==> config.mk <==
export PLATFORM = sky130hd
export DESIGN_NAME = nvw_core_flat
export DESIGN_NICKNAME = d
export VERILOG_FILES = /design/src/rtl/nvw_pkg.sv /design/src/rtl/nvw_if.sv /design/src/rtl/nvw_core.sv /design/src/flat_wrapper.sv
export VERILOG_INCLUDE_DIRS = /design/src /design/src/rtl
export SDC_FILE = /design/constraint.sdc
export NUM_CORES = 1
export LEC_CHECK = 0
export BUFFER_PORTS_ARGS = -buffer_cell sky130_fd_sc_hd__clkbuf_2
export CORE_MARGIN = 8
export CORE_UTILIZATION = 55
export DETAILED_ROUTE_END_ITERATION = 10
export GPL_TIMING_DRIVEN = 0
export PLACE_DENSITY = 0.78
export RECOVER_POWER = 100
export SYNTH_ARGS = -nofsm -noshare
export SYNTH_HDL_FRONTEND = slang
export SYNTH_SLANG_ARGS = --single-unit
==> constraint.sdc <==
create_clock -name sys_clk -period 5.06 [get_ports sys_clk]
set_input_delay 0.506 -clock sys_clk [delete_from_list [all_inputs] [get_ports sys_clk]]
set_output_delay 0.506 -clock sys_clk [all_outputs]
set_load 0.02 [all_outputs]
==> src/rtl/nvw_regs.svh <==
// constants of the data-eeprom write control: register map, bit positions, reset values
// assumes inclusion by its bare name from the package and both ends
`ifndef NVW_REGS_SVH
`define NVW_REGS_SVH

// special function registers seen by the core, bank 0 unless noted
`define NVW_SFR_INDIRECT_ACCESS_PORT_1     8'h02
`define NVW_SFR_MP1      8'h03
`define NVW_SFR_BP       8'h04
`define NVW_SFR_INTC     8'h0e
`define NVW_SFR_ADDR     8'h1e
`define NVW_SFR_DATA     8'h1f

// control register sits behind the indirect port at this pointer and bank
`define NVW_CTRL_PTR     8'h40
`define NVW_CTRL_BANK    8'h01

// control register bit positions
`define NVW_CB_RD        0
`define NVW_CB_NV_READ_ENABLE      1
`define NVW_CB_WR        2
`define NVW_CB_NV_WRITE_ENABLE      3

// interrupt control bit positions
`define NVW_IC_EN        0
`define NVW_IC_FLAG      1

// array geometry
`define NVW_DEPTH        32
`define NVW_AW           5

// reset values
`define NVW_CTRL_RST     4'h0
`define NVW_BP_RST       8'h00

// controller software port map
`define NVW_H_CMD        4'h0
`define NVW_H_ADDR       4'h1
`define NVW_H_DATA       4'h2
`define NVW_H_STAT       4'h3
`define NVW_H_RDATA      4'h4
`define NVW_H_CFG        4'h5

// controller field positions
`define NVW_HC_READ      0
`define NVW_HC_WRITE     1
`define NVW_HS_BUSY      0
`define NVW_HS_DONE      1
`define NVW_HS_IRQ       2
`define NVW_HF_GIE       0
`define NVW_HF_IEN       1

`endif

==> src/rtl/nvw_pkg.sv <==
// types shared by the eeprom control ends
// assumes nvw_regs.svh on the include path
package nvw_pkg;
  `include "nvw_regs.svh"

  // write cycle handshake with the self-timed write timer
  typedef enum logic [1:0] {WS_IDLE, WS_REQ, WS_DROP} nvw_wst_e;

  // controller sequencer states
  typedef enum logic [1:0] {HS_IDLE, HS_RUN, HS_WAIT} nvw_hst_e;

  // kind of one core access in a sequence
  typedef enum logic [1:0] {OP_END, OP_WRITE, OP_POLL, OP_FETCH} nvw_opk_e;

  typedef struct packed {
    nvw_opk_e   kind;
    logic [7:0] addr;
    logic [7:0] data;
  } nvw_op_s;

  typedef struct packed {
    logic [`NVW_DEPTH-1:0][7:0] mem;
    logic [7:0]                 mp1;
    logic [7:0]                 bp;
    logic [`NVW_AW-1:0]         addr;
    logic [7:0]                 data;
    logic                       nv_write_enable;
    logic                       wr;
    logic                       nv_read_enable;
    logic                       rd;
    logic                       ien;
    logic                       flag;
    logic [`NVW_AW-1:0]         wr_addr;
    logic [7:0]                 wr_data;
    nvw_wst_e                   wst;
    logic                       wt_req;
    logic                       done_s1;
    logic                       done_s2;
    logic [7:0]                 rdata;
    logic                       irq_vec;
  } nvw_dev_s;

  typedef struct packed {
    nvw_hst_e           st;
    logic               is_wr;
    logic [3:0]         step;
    logic [`NVW_AW-1:0] addr;
    logic [7:0]         data;
    logic [7:0]         rdata;
    logic               busy;
    logic               done;
    logic               irq_seen;
    logic               gie;
    logic               ien;
    logic [7:0]         sfr_addr;
    logic [7:0]         sfr_wdata;
    logic               sfr_wr;
    logic               sfr_rd;
    logic               irq_ack;
    logic               stack_full;
    logic [7:0]         sw_rdata;
  } nvw_host_s;
endpackage

==> src/rtl/nvw_if.sv <==
// link between the cpu core end and the eeprom control end
// assumes both ends run on the same sys_clk
`timescale 1ns/1ps
interface nvw_if;
  logic [7:0] sfr_addr;
  logic [7:0] sfr_wdata;
  logic       sfr_wr;
  logic       sfr_rd;
  logic [7:0] sfr_rdata;
  logic       cpu_gie;
  logic       cpu_stack_full;
  logic       irq_vec;
  logic       irq_ack;

  modport device (
    input  sfr_addr, sfr_wdata, sfr_wr, sfr_rd, cpu_gie, cpu_stack_full, irq_ack,
    output sfr_rdata, irq_vec
  );
  modport core (
    output sfr_addr, sfr_wdata, sfr_wr, sfr_rd, cpu_gie, cpu_stack_full, irq_ack,
    input  sfr_rdata, irq_vec
  );
endinterface

==> src/rtl/nvw_core.sv <==
// cpu core end: runs the firmware access sequences for eeprom reads and writes
// assumes a software port on sys_clk and the device end on the same clock
`timescale 1ns/1ps
`include "nvw_regs.svh"
module nvw_core (
  // clock and reset
  input  wire logic       sys_clk,
  input  wire logic       rst_b,
  // link to the eeprom control end
  nvw_if.core             bus,
  // software port
  input  wire logic [3:0] sw_addr,
  input  wire logic [7:0] sw_wdata,
  input  wire logic       sw_wr,
  input  wire logic       sw_rd,
  output logic      [7:0] sw_rdata,
  // core condition
  input  wire logic       stack_full
);

  nvw_pkg::nvw_host_s s_r;
  nvw_pkg::nvw_host_s s_nxt;

  ////////////////////////////////////////////////////////////////////////////////
  // one step of the access sequence; enables and starts go in separate writes
  function automatic nvw_pkg::nvw_op_s seq_op(input logic is_wr, input logic [3:0] step,
                                             input logic [`NVW_AW-1:0] a,
                                             input logic [7:0] d, input logic ien);
    nvw_pkg::nvw_op_s o;
    o = '{nvw_pkg::OP_END, 8'h00, 8'h00};
    // one table per direction; patterns stay in plain assignments so their type is known
    if (is_wr) begin
      unique case (step)
        4'h0: o = '{nvw_pkg::OP_WRITE, `NVW_SFR_INTC, {7'h00, ien}};
        4'h1: o = '{nvw_pkg::OP_WRITE, `NVW_SFR_ADDR, {3'h0, a}};
        4'h2: o = '{nvw_pkg::OP_WRITE, `NVW_SFR_DATA, d};
        4'h3: o = '{nvw_pkg::OP_WRITE, `NVW_SFR_MP1, `NVW_CTRL_PTR};
        4'h4: o = '{nvw_pkg::OP_WRITE, `NVW_SFR_BP, `NVW_CTRL_BANK};
        4'h5: o = '{nvw_pkg::OP_WRITE, `NVW_SFR_INDIRECT_ACCESS_PORT_1, 8'h08};
        4'h6: o = '{nvw_pkg::OP_WRITE, `NVW_SFR_INDIRECT_ACCESS_PORT_1, 8'h0c};
        4'h7: o = '{nvw_pkg::OP_POLL, `NVW_SFR_INDIRECT_ACCESS_PORT_1, 8'h00};
        4'h8: o = '{nvw_pkg::OP_WRITE, `NVW_SFR_INDIRECT_ACCESS_PORT_1, 8'h00};
        4'h9: o = '{nvw_pkg::OP_WRITE, `NVW_SFR_BP, `NVW_BP_RST};
        default: o = '{nvw_pkg::OP_END, 8'h00, 8'h00};
      endcase
    end else begin
      unique case (step)
        4'h0: o = '{nvw_pkg::OP_WRITE, `NVW_SFR_INTC, {7'h00, ien}};
        4'h1: o = '{nvw_pkg::OP_WRITE, `NVW_SFR_ADDR, {3'h0, a}};
        4'h2: o = '{nvw_pkg::OP_WRITE, `NVW_SFR_MP1, `NVW_CTRL_PTR};
        4'h3: o = '{nvw_pkg::OP_WRITE, `NVW_SFR_BP, `NVW_CTRL_BANK};
        4'h4: o = '{nvw_pkg::OP_WRITE, `NVW_SFR_INDIRECT_ACCESS_PORT_1, 8'h02};
        4'h5: o = '{nvw_pkg::OP_WRITE, `NVW_SFR_INDIRECT_ACCESS_PORT_1, 8'h03};
        4'h6: o = '{nvw_pkg::OP_POLL, `NVW_SFR_INDIRECT_ACCESS_PORT_1, 8'h00};
        4'h7: o = '{nvw_pkg::OP_WRITE, `NVW_SFR_INDIRECT_ACCESS_PORT_1, 8'h00};
        4'h8: o = '{nvw_pkg::OP_WRITE, `NVW_SFR_BP, `NVW_BP_RST};
        4'h9: o = '{nvw_pkg::OP_FETCH, `NVW_SFR_DATA, 8'h00};
        default: o = '{nvw_pkg::OP_END, 8'h00, 8'h00};
      endcase
    end
    return o;
  endfunction

  ////////////////////////////////////////////////////////////////////////////////
  // next state: software port, sequencer, interrupt service
  always_comb begin
    nvw_pkg::nvw_op_s op;
    logic             poll_bit;
    op = seq_op(s_r.is_wr, s_r.step, s_r.addr, s_r.data, s_r.ien);
    poll_bit = s_r.is_wr ? bus.sfr_rdata[`NVW_CB_WR] : bus.sfr_rdata[`NVW_CB_RD];
    s_nxt = s_r;
    s_nxt.sfr_wr = 1'b0;
    s_nxt.sfr_rd = 1'b0;
    s_nxt.sw_rdata = 8'h00;
    s_nxt.stack_full = stack_full;
    // software writes; a command while busy is dropped
    if (sw_wr) begin
      case (sw_addr)
        `NVW_H_CMD: if (!s_r.busy && (sw_wdata[`NVW_HC_WRITE] || sw_wdata[`NVW_HC_READ])) begin
          s_nxt.is_wr = sw_wdata[`NVW_HC_WRITE];
          s_nxt.st    = nvw_pkg::HS_RUN;
          s_nxt.step  = 4'h0;
          s_nxt.busy  = 1'b1;
          s_nxt.done  = 1'b0;
        end
        `NVW_H_ADDR: s_nxt.addr = sw_wdata[`NVW_AW-1:0];
        `NVW_H_DATA: s_nxt.data = sw_wdata;
        `NVW_H_STAT: if (sw_wdata[`NVW_HS_IRQ]) s_nxt.irq_seen = 1'b0;
        `NVW_H_CFG: begin
          s_nxt.gie = sw_wdata[`NVW_HF_GIE];
          s_nxt.ien = sw_wdata[`NVW_HF_IEN];
        end
        default: ;
      endcase
    end
    // software reads, answered one cycle later
    if (sw_rd) begin
      case (sw_addr)
        `NVW_H_ADDR:  s_nxt.sw_rdata = {3'h0, s_r.addr};
        `NVW_H_DATA:  s_nxt.sw_rdata = s_r.data;
        `NVW_H_STAT:  s_nxt.sw_rdata = {5'h00, s_r.irq_seen, s_r.done, s_r.busy};
        `NVW_H_RDATA: s_nxt.sw_rdata = s_r.rdata;
        `NVW_H_CFG:   s_nxt.sw_rdata = {6'h00, s_r.ien, s_r.gie};
        default:      s_nxt.sw_rdata = 8'h00;
      endcase
    end
    // sequencer: one core access per cycle, polls wait a cycle for read data
    unique case (s_r.st)
      nvw_pkg::HS_IDLE: ;
      nvw_pkg::HS_RUN: begin
        s_nxt.sfr_addr  = op.addr;
        s_nxt.sfr_wdata = op.data;
        unique case (op.kind)
          nvw_pkg::OP_WRITE: begin
            s_nxt.sfr_wr = 1'b1;
            s_nxt.step   = s_r.step + 4'h1;
          end
          nvw_pkg::OP_POLL, nvw_pkg::OP_FETCH: begin
            s_nxt.sfr_rd = 1'b1;
            s_nxt.st     = nvw_pkg::HS_WAIT;
          end
          nvw_pkg::OP_END: begin
            s_nxt.st   = nvw_pkg::HS_IDLE;
            s_nxt.busy = 1'b0;
            s_nxt.done = 1'b1;
          end
        endcase
      end
      nvw_pkg::HS_WAIT: begin
        // let the strobe cycle pass; the answer stands only in the cycle after it
        if (!s_r.sfr_rd) begin
          s_nxt.st = nvw_pkg::HS_RUN;
          if (op.kind == nvw_pkg::OP_FETCH) begin
            s_nxt.rdata = bus.sfr_rdata;
            s_nxt.step  = s_r.step + 4'h1;
          end else if (!poll_bit) begin
            s_nxt.step = s_r.step + 4'h1;
          end
        end
      end
      default: s_nxt.st = nvw_pkg::HS_IDLE;
    endcase
    // service a vectored request once; the ack pulse clears the device flag
    s_nxt.irq_ack = bus.irq_vec && !s_r.irq_ack;
    if (bus.irq_vec && !s_r.irq_ack) s_nxt.irq_seen = 1'b1;
  end

  ////////////////////////////////////////////////////////////////////////////////
  // state register
  always_ff @(posedge sys_clk or negedge rst_b) begin
    if (!rst_b) begin
      s_r <= '0;
    end else begin
      s_r <= s_nxt;
    end
  end

  // outputs straight from the state register
  assign sw_rdata           = s_r.sw_rdata;
  assign bus.sfr_addr       = s_r.sfr_addr;
  assign bus.sfr_wdata      = s_r.sfr_wdata;
  assign bus.sfr_wr         = s_r.sfr_wr;
  assign bus.sfr_rd         = s_r.sfr_rd;
  assign bus.cpu_gie        = s_r.gie;
  assign bus.cpu_stack_full = s_r.stack_full;
  assign bus.irq_ack        = s_r.irq_ack;

endmodule

==> src/flat_wrapper.sv <==
// flat-port wrapper written by rule: the top's interface ports become plain ports
module nvw_core_flat 
  (sys_clk, rst_b, sw_addr, sw_wdata, sw_wr, sw_rd, sw_rdata, stack_full, bus_sfr_addr, bus_sfr_wdata, bus_sfr_wr, bus_sfr_rd, bus_cpu_gie, bus_cpu_stack_full, bus_irq_ack, bus_sfr_rdata, bus_irq_vec);
  nvw_if bus_i ();
  input  wire logic sys_clk;
  input  wire logic rst_b;
  input  wire logic [3:0] sw_addr;
  input  wire logic [7:0] sw_wdata;
  input  wire logic sw_wr;
  input  wire logic sw_rd;
  output logic      [7:0] sw_rdata;
  input  wire logic stack_full;
  output wire logic [$bits(bus_i.sfr_addr)-1:0] bus_sfr_addr;
  output wire logic [$bits(bus_i.sfr_wdata)-1:0] bus_sfr_wdata;
  output wire logic [$bits(bus_i.sfr_wr)-1:0] bus_sfr_wr;
  output wire logic [$bits(bus_i.sfr_rd)-1:0] bus_sfr_rd;
  output wire logic [$bits(bus_i.cpu_gie)-1:0] bus_cpu_gie;
  output wire logic [$bits(bus_i.cpu_stack_full)-1:0] bus_cpu_stack_full;
  output wire logic [$bits(bus_i.irq_ack)-1:0] bus_irq_ack;
  input wire logic [$bits(bus_i.sfr_rdata)-1:0] bus_sfr_rdata;
  input wire logic [$bits(bus_i.irq_vec)-1:0] bus_irq_vec;
  assign bus_sfr_addr = bus_i.sfr_addr;
  assign bus_sfr_wdata = bus_i.sfr_wdata;
  assign bus_sfr_wr = bus_i.sfr_wr;
  assign bus_sfr_rd = bus_i.sfr_rd;
  assign bus_cpu_gie = bus_i.cpu_gie;
  assign bus_cpu_stack_full = bus_i.cpu_stack_full;
  assign bus_irq_ack = bus_i.irq_ack;
  assign bus_i.sfr_rdata = bus_sfr_rdata;
  assign bus_i.irq_vec = bus_irq_vec;
  nvw_core u_core (.sys_clk(sys_clk), .rst_b(rst_b), .bus(bus_i), .sw_addr(sw_addr), .sw_wdata(sw_wdata), .sw_wr(sw_wr), .sw_rd(sw_rd), .sw_rdata(sw_rdata), .stack_full(stack_full));
endmodule
==> metrics.md, run 1 <==
| Metric | Value |
|---|---|
| Synthesis warning total | 0 |
| Commonest cells in the netlist | 58 x sky130_fd_sc_hd__dfrtp_1, 27 x sky130_fd_sc_hd__nor2_1, 24 x sky130_fd_sc_hd__buf_4 |
| Final wirelength | 7500 µm |
| Die footprint | 0.00862 mm² |
| Layout-stage area growth over the synthesis result | 12.8% |
| Post-layout min period | 2.97 ns |
| Placeable core region | 0.00582 mm² |
| Clock transition at the register clock pins on the worst setup and hold paths after CTS | 0.06 ns |
| Leakage power figure | 1.64 nW |
| Peak supply drop | 0.195 mV |
| Buffers added on ports | 49 |
| Worst EP required | 5.27 ns |
| Power dissipated by switching net loads | 0.000464 W |
| Number of DRC violations after detailed-routing iteration 0 | 244 |
| Fraction of met2 tracks used by global routing | 28.9% |
| DP Cell Count | 430 |
| Leading register cell type out of synthesis | sky130_fd_sc_hd__dfrtp_1 |
| Cts-stage hold buffer count | 0 |
| Startpoint-to-endpoint class of the critical path | reg2reg |
| FP Rows | 28 |
| Number of vias after detailed routing | 2,555 |
| Final total negative setup slack | 0 ns |
| Initial antenna violation count | 0 |
| Number of hold violations in the final report | 0 |
| #FFs+latches synth | 58 |
| Sum of overflow across all layers after global routing | 0 |
| Number of nets with antenna violations after detailed routing | 0 |
| Synth area leaders | sky130_fd_sc_hd__dfrtp_1 45%, sky130_fd_sc_hd__mux2_2 6.9%, sky130_fd_sc_hd__buf_4 5.6% |
| Largest net degree at the start of global routing | 59 |
| Violated checks | max-capacitance violations, max-slew violations |
| Number of top-level design ports | 55 |
| Share of total power consumed by net switching | 33.2% |
| Critical path launch point type | register |
| End of the worst register-to-register path | u_core.s_r[37]$_DFFE_PN0P_ |
| Most used standard cell by instance count after synthesis | sky130_fd_sc_hd__dfrtp_1 |
| RR Startpoint | u_core.s_r[54]$_DFF_PN0_ |
| Max-cap violations | 1 |
| Power share of the sequential group | 43.6% |
| Source-to-sink clock delay at the later pin of the worst-skew pair | 0.34 ns |
| Clock Sinks | 58 |
| Unrepaired setup endpoints after global routing | no |
| Final period utilization | 58.7% |
| Max clock buf depth | 2 |
| Number of buffers inserted during clock tree synthesis | 9 |
| Fraction of post-synthesis cell area in the top cell type by area | 44.7% |
| Net count reported at finish | 401 |
| Via count of the first global-routing pass | 2,624 |
| Average detailed-routed wire length per instance | 16.8 µm |
| Internal power | 0.000932 W |
| Register-to-register path setup slack | 2.09 ns |
| CTS tree | done |
| Global-route wire length before repair | 12,500 µm |
| Most area-hungry cell type in the Yosys netlist | sky130_fd_sc_hd__dfrtp_1 |
| Clock network power share | 28.7% |
| Normalized max-slew margin | -102% |
| Die outline height | 92.8 µm |
| Fraction of power consumed by combinational cells | 27.8% |
| Initial Util | 55.8% |
| Power density normalized to cell area | 381 mW/mm² |
| Met1 layer usage reported by global route | 21.5% |
| DR DRC count | 0 |
| Total count of max-transition violations in the final report | 59 |
| Post-CTS setup-driven buffer insertion count | 0 |
| Critical hold path startpoint | stack_full |
| Path category of the worst min-delay check | in2reg |
| Most used routing layer in global routing | met2 |
| Number of synthesized flops with an enable pin | 0 |
| Upper clock frequency limit | 0.336 GHz |
| Layout Skew | 0.00938 ns |
| Post-route insts no fill | 446 |
| Root buffer cell | sky130_fd_sc_hd__clkbuf_8 |
| Status | finished, violations left |
| Count of mapped cells out of synthesis | 304 |
| Hold-critical path depth | 1 |
| Cell area after synthesis | 0.00325 mm² |
| Fraction of registers with async set/reset | 100% |
| Data arrival time at the worst-slack endpoint | 3.19 ns |
| Antenna cell count | 0 |
| Last weighted congestion value of the routability-driven placer | 0.876 |
| Actual slew at the worst max-slew pin | 3.04 ns |
| Overall fraction of global-route tracks in use | 18.2% |
| Largest fanout of any net on the critical path | 10 |
| Horizontal die dimension | 92.8 µm |
| H-tree depth | 3 |
| Synthesized area per cell | 10.7 µm² |
| Resize count post-CTS | 0 |
| Fraction of final layout cells sized beyond drive strength 1 | 24.3% |
| Number of cell instances on the worst register-to-register path | 9 |
| Worst hold slack | 0.281 ns |
| M3 GR Usage | 5.91% |
| Nature of the critical path endpoint | register |
| First-pass detailed-route iteration total | 5 |
| Sequential-to-total area share from yosys stat | 44.7% |
| Critical Path, Cell by Cell | inv_1 > ha_1 > clkbuf_1 > mux2_1 > a22oi_1 > nand3_1 > nand2b_1 > clkbuf_1 > mux2_1 |
| Worst hold endpoint | u_core.bus.cpu_stack_full$_DFF_PN0_ |
| Crit-path max cell delay | 0.46 ns |
| Post-DP HPWL | 5540 µm |
| Distinct cell type count of the synthesized netlist | 57 |
| Setup-failing EPs final | 0 |
| Via-per-instance ratio | 5.73 |
| Library cell contributing the largest single delay on the critical path | sky130_fd_sc_hd__dfrtp_1 |
state kept, by name, indices dropped and copies added (netlist names):
name,flops
u_core.s_r,32
u_core.bus.sfr_wdata,8
u_core.sw_rdata,8
u_core.bus.cpu_stack_full,1
u_core.bus.cpu_gie,1
u_core.bus.sfr_rd,1
u_core.bus.sfr_addr,5
u_core.bus.irq_ack,1
u_core.bus.sfr_wr,1
per-stage QoR:
stage	setup slack, ns	total power, W	area, µm²	utilization, %
global route	1.57	0.00147	3660	63.0
floorplan	2.98	0.000899	3250	-
global placement	2.84	0.00101	3590	61.8
CTS	2.72	0.00143	3780	65.1
detailed placement	2.71	0.00103	3590	61.8
finish	2.09	0.00140	3660	63.0
cell type report:
type                    count  area [µm²]
fillers                   528        2150
flip-flops and latches     58        1450
multi-input cells         198        1420
plain buffers              38         250
repair buffers             49         210
clock buffers              12         165
well taps                  75        93.8
inverters                  12        45.0
clock inverters             4        25.0
worst max-delay path: cells and delay by family (launching register included):
family / cells / cell delay [ns]
compound gates: 1 / 0.30
simple gates: 2 / 0.40
flops: 1 / 0.46
buf+inv: 3 / 0.76
mux: 2 / 0.74
fa+ha+maj: 1 / 0.19
power groups by stage:
stage	Sequential (W)	Clock, W	Combinational (W)
3_5_place_dp	0.000616	0	0.000413
2_1_floorplan	0.000597	0	0.000302
3_3_place_gp	0.000612	0	0.000399
5_1_grt	0.000617	0.000429	0.000426
6_report	0.000608	0.000400	0.000387
4_1_cts	0.000608	0.000409	0.000414
cells by family after synthesis:
family / Yosys count / share of synthesized area, %
muxes: 36 / 13.4
other: 1 / 0.116
buffers and inverters: 50 / 9.44
DFF: 58 / 44.7
and+or+nand+nor: 72 / 11.1
AOI/OAI and AO/OA: 78 / 17.7
adders and majority gates: 9 / 3.47
metal layers:
layer,routed length [µm],part of all wire [%]
met5,0,0
met3,572,7.6
met2,3570,48
met4,178,2.4
met1,3170,42
worst max-delay path by stage:
| stage | start | to | cells past startpoint |
|---|---|---|---|
| after CTS | u_core.s_r[54]$_DFF_PN0_ | u_core.bus.sfr_addr[3]$_DFFE_PN0P_ | 8 |
| after floorplan | u_core.s_r[54]$_DFF_PN0_ | u_core.s_r[33]$_DFFE_PN0P_ | 9 |
| final | u_core.s_r[54]$_DFF_PN0_ | u_core.s_r[37]$_DFFE_PN0P_ | 9 |
| after detailed placement | u_core.s_r[54]$_DFF_PN0_ | u_core.bus.sfr_addr[3]$_DFFE_PN0P_ | 8 |
| after global routing | rst_b | u_core.s_r[56]$_DFF_PN0_ | 1 |
| after global placement | u_core.s_r[54]$_DFF_PN0_ | u_core.s_r[39]$_DFFE_PN0P_ | 9 |
layout by cell type, fill, tap and decap left out, types with 2 or more instances in the layout:
| cell type | count |
|---|---|
| sky130_fd_sc_hd__a211oi_1 | 3 |
| sky130_fd_sc_hd__a21boi_0 | 2 |
| sky130_fd_sc_hd__a21oi_1 | 12 |
| sky130_fd_sc_hd__a221oi_1 | 4 |
| sky130_fd_sc_hd__a22o_1 | 3 |
| sky130_fd_sc_hd__a22oi_1 | 7 |
| sky130_fd_sc_hd__a31oi_1 | 3 |
| sky130_fd_sc_hd__a32o_1 | 2 |
| sky130_fd_sc_hd__a32oi_1 | 3 |
| sky130_fd_sc_hd__buf_4 | 24 |
| sky130_fd_sc_hd__buf_6 | 2 |
| sky130_fd_sc_hd__clkbuf_1 | 38 |
| sky130_fd_sc_hd__clkbuf_2 | 22 |
| sky130_fd_sc_hd__clkbuf_8 | 12 |
| sky130_fd_sc_hd__clkinv_2 | 2 |
| sky130_fd_sc_hd__clkinvlp_4 | 2 |
| sky130_fd_sc_hd__conb_1 | 3 |
| sky130_fd_sc_hd__dfrtp_1 | 58 |
| sky130_fd_sc_hd__ha_1 | 9 |
| sky130_fd_sc_hd__inv_1 | 12 |
| sky130_fd_sc_hd__mux2_1 | 9 |
| sky130_fd_sc_hd__mux2_2 | 20 |
| sky130_fd_sc_hd__mux2i_1 | 6 |
| sky130_fd_sc_hd__nand2_1 | 18 |
| sky130_fd_sc_hd__nand2b_1 | 3 |
| sky130_fd_sc_hd__nand3_1 | 5 |
| sky130_fd_sc_hd__nor2_1 | 28 |
| sky130_fd_sc_hd__nor2b_1 | 5 |
| sky130_fd_sc_hd__nor3_1 | 2 |
| sky130_fd_sc_hd__o21ai_0 | 19 |
| sky130_fd_sc_hd__o22a_1 | 2 |
| sky130_fd_sc_hd__o2bb2ai_1 | 5 |
| sky130_fd_sc_hd__o31ai_1 | 3 |
| sky130_fd_sc_hd__or2_2 | 2 |
(Power assumes the default switching activity.)
==> run 2: changes to the inputs <==
--- a/config.mk
+++ b/config.mk
@@ -8,10 +8,10 @@
 export LEC_CHECK = 0
 export BUFFER_PORTS_ARGS = -buffer_cell sky130_fd_sc_hd__clkbuf_2
 export CORE_MARGIN = 8
-export CORE_UTILIZATION = 55
+export CORE_UTILIZATION = 51
 export DETAILED_ROUTE_END_ITERATION = 10
 export GPL_TIMING_DRIVEN = 0
-export PLACE_DENSITY = 0.78
+export PLACE_DENSITY = 0.76
 export RECOVER_POWER = 100
 export SYNTH_ARGS = -nofsm -noshare
 export SYNTH_HDL_FRONTEND = slang
==> constraint.sdc (replaced) <==
create_clock -name sys_clk -period 2.72 [get_ports sys_clk]
set_input_delay 0.272 -clock sys_clk [delete_from_list [all_inputs] [get_ports sys_clk]]
set_output_delay 0.272 -clock sys_clk [all_outputs]
set_load 0.02 [all_outputs]
==> run 2 against run 1 <==
The flow now finishes without violations. Routed wire length is essentially flat. Die area increased by 6.5%. Sequential share of layout area down 0.82 points. Worst setup slack got worse by 1.8 ns. Global-route usage fell by 0.90 points. Utilization shrank 3.0 points. Worst hold slack worse by 0.24 ns. Via count shrank 3.4%. Final cell count grew 0.90%. Fmax grew 23%. Sequential power up 86%. Critical path type unchanged.
==> metrics.md, run 2 (synthesis results as in run 1) <==
| Metric | Value |
|---|---|
| Buffers added on ports | 49 |
| Number of hold violations in the final report | 0 |
| Critical Path, Cell by Cell | inv_1 > ha_1 > clkbuf_1 > mux2_4 > a22oi_2 > nand3_4 > nand2b_1 > buf_6 > mux2_1 |
| Initial Util | 52.0% |
| Number of cell instances on the worst register-to-register path | 9 |
| Via-per-instance ratio | 5.48 |
| Number of DRC violations after detailed-routing iteration 0 | 186 |
| Clock Sinks | 58 |
| Post-DP HPWL | 5690 µm |
| Hold-critical path depth | 1 |
| Share of the core filled with cells in the final layout | 59.9% |
| Unrepaired setup endpoints after global routing | no |
| Number of nets with antenna violations after detailed routing | 0 |
| Largest Register | u_core.s_r |
| Layout Skew | 0.00729 ns |
| Fraction of met2 tracks used by global routing | 27.5% |
| Setup slack after placement | 0.431 ns |
| H-tree depth | 3 |
| First-pass detailed-route iteration total | 4 |
| Average detailed-routed wire length per instance | 16.6 µm |
| Power share of the sequential group | 43.9% |
| Share of total power consumed by net switching | 33.8% |
| Status | completed |
| Most common cell after layout, fill and taps aside | sky130_fd_sc_hd__dfrtp_1 |
| Power consumption | 0.00257 W |
| Largest delay share family, worst path | multiplexers |
| RR Startpoint | u_core.s_r[54]$_DFF_PN0_ |
| Leakage power figure | 1.69 nW |
| Largest net degree at the start of global routing | 34 |
| Layout-stage area growth over the synthesis result | 15.2% |
| Most used routing layer in global routing | met2 |
| Final period utilization | 89.2% |
| Design area | 0.00374 mm² |
| Fraction of final layout cells sized beyond drive strength 1 | 27.6% |
| Sum of overflow across all layers after global routing | 0 |
| Antenna cell count | 0 |
| Met1 layer usage reported by global route | 22.2% |
| Actual slew at the worst max-slew pin | 1.38 ns |
| Largest fanout of any net on the critical path | 10 |
| Max clock buf depth | 2 |
| Power density normalized to cell area | 687 mW/mm² |
| Placeable core region | 0.00624 mm² |
| Resize count post-CTS | 0 |
| Cts-stage hold buffer count | 1 |
| Critical path launch point type | register |
| Post-layout min period | 2.43 ns |
| FP Rows | 29 |
| Path category of the worst min-delay check | in2reg |
| End of the worst register-to-register path | u_core.s_r[36]$_DFFE_PN0P_ |
| Peak supply drop | 0.435 mV |
| Source-to-sink clock delay at the later pin of the worst-skew pair | 0.33 ns |
| Final wirelength | 7490 µm |
| Setup-failing EPs final | 0 |
| Power dissipated by switching net loads | 0.000869 W |
| DR DRC count | 0 |
| M3 GR Usage | 3.51% |
| Critical hold path startpoint | stack_full |
| Die outline height | 95.8 µm |
| Die footprint | 0.00917 mm² |
| Worst setup slack after layout | 0.295 ns |
| Highest-count cells in the layout ignoring fill and taps | 58 x sky130_fd_sc_hd__dfrtp_1, 35 x sky130_fd_sc_hd__clkbuf_1, 28 x sky130_fd_sc_hd__nor2_1 |
| Internal power | 0.00170 W |
| Number of top-level design ports | 55 |
| Initial antenna violation count | 0 |
| Worst hold endpoint | u_core.bus.cpu_stack_full$_DFF_PN0_ |
| Post-CTS setup-driven buffer insertion count | 0 |
| Library cell contributing the largest single delay on the critical path | sky130_fd_sc_hd__dfrtp_1 |
| Max-cap violations | 0 |
| Via count of the first global-routing pass | 2,515 |
| Total placed instance area | 0.00361 mm² |
| Overall fraction of global-route tracks in use | 17.3% |
| Last weighted congestion value of the routability-driven placer | 0.875 |
| Buffers plus inverters on the worst setup path | 3 |
| CTS tree | done |
| Register-to-register path setup slack | 0.29 ns |
| Normalized max-slew margin | 8.07% |
| Total count of max-transition violations in the final report | 0 |
| Final total negative setup slack | 0 ns |
| Data arrival time at the worst-slack endpoint | 2.64 ns |
| Net count reported at finish | 403 |
| Global-route wire length before repair | 12,200 µm |
| Clock network power share | 27.5% |
| Worst EP required | 2.94 ns |
| Fraction of power consumed by combinational cells | 28.6% |
| Number of flip-flops in the largest register | 32 |
| Upper clock frequency limit | 0.412 GHz |
| Startpoint-to-endpoint class of the critical path | reg2reg |
| Number of buffers inserted during clock tree synthesis | 9 |
| Root buffer cell | sky130_fd_sc_hd__clkbuf_8 |
| Crit-path max cell delay | 0.46 ns |
| Nature of the critical path endpoint | register |
| Number of vias after detailed routing | 2,468 |
| Horizontal die dimension | 95.8 µm |
| Clock transition at the register clock pins on the worst setup and hold paths after CTS | 0.07 ns |
==> run 2: cell types whose count changed in the layout (fill, tap and decap cells not counted), sizes merged <==
cell / before / now
buf: 27 / 31
dlygate4sd3: 0 / 1
inv: 12 / 13
clkbuf: 72 / 67
clkinvlp: 2 / 3
==> run 2: worst reg2reg max path: stages (launching register included) <==
cell and delay [ns]:
sky130_fd_sc_hd__dfrtp_1 0.46, sky130_fd_sc_hd__inv_1 0.09, sky130_fd_sc_hd__ha_1 0.19, sky130_fd_sc_hd__clkbuf_1 0.23, sky130_fd_sc_hd__mux2_4 0.33, sky130_fd_sc_hd__a22oi_2 0.27
sky130_fd_sc_hd__nand3_4 0.14, sky130_fd_sc_hd__nand2b_1 0.11, sky130_fd_sc_hd__buf_6 0.16, sky130_fd_sc_hd__mux2_1 0.33
==> run 2: power by group through the flow <==
stage | sequential, W | combinational (W) | clock (W)
CTS | 0.00113 | 0.000768 | 0.000725
finish | 0.00113 | 0.000735 | 0.000706
global route | 0.00115 | 0.000809 | 0.000764
floorplan | 0.00111 | 0.000561 | 0
detailed placement | 0.00114 | 0.000763 | 0
global placement | 0.00114 | 0.000746 | 0
==> run 2: layout make-up <==
| type | instances | area [µm²] |
|---|---|---|
| plain buffers | 38 | 260 |
| clock buffers | 10 | 138 |
| clock inverters | 6 | 41.3 |
| fillers | 564 | 2500 |
| inverters | 12 | 45.0 |
| multi-input cells | 198 | 1470 |
| flip-flops and latches | 58 | 1450 |
| well taps | 77 | 96.3 |
| repair buffers | 51 | 240 |
==> run 2: worst max-delay path by stage <==
stage	startpoint	endpoint	slack [ns]	depth (start not counted)
2_1_floorplan	u_core.s_r[54]$_DFF_PN0_	u_core.s_r[33]$_DFFE_PN0P_	0.64	9
3_3_place_gp	u_core.s_r[54]$_DFF_PN0_	u_core.bus.sfr_addr[3]$_DFFE_PN0P_	0.44	8
3_5_place_dp	u_core.s_r[54]$_DFF_PN0_	u_core.bus.sfr_addr[3]$_DFFE_PN0P_	0.43	8
4_1_cts	u_core.s_r[54]$_DFF_PN0_	u_core.bus.sfr_addr[3]$_DFFE_PN0P_	0.40	8
5_1_grt	u_core.s_r[54]$_DFF_PN0_	u_core.s_r[39]$_DFFE_PN0P_	0.11	9
6_report	u_core.s_r[54]$_DFF_PN0_	u_core.s_r[36]$_DFFE_PN0P_	0.29	9
==> run 2: layer usage <==
metal	up-vias	part of all wire (%)
met5	-	0
met4	0	1.5
met3	11	5.6
met2	65	49
met1	1189	44
li1	1203	-
==> run 2: stage by stage <==
| stage | std cells | hold WS, ns |
|---|---|---|
| after floorplan | 306 | -0.0236 |
| after global placement | 432 | 0.380 |
| after detailed placement | 433 | 0.331 |
| after CTS | 450 | 0.0290 |
| after global routing | 450 | 0.0268 |
| final | 450 | 0.0419 |
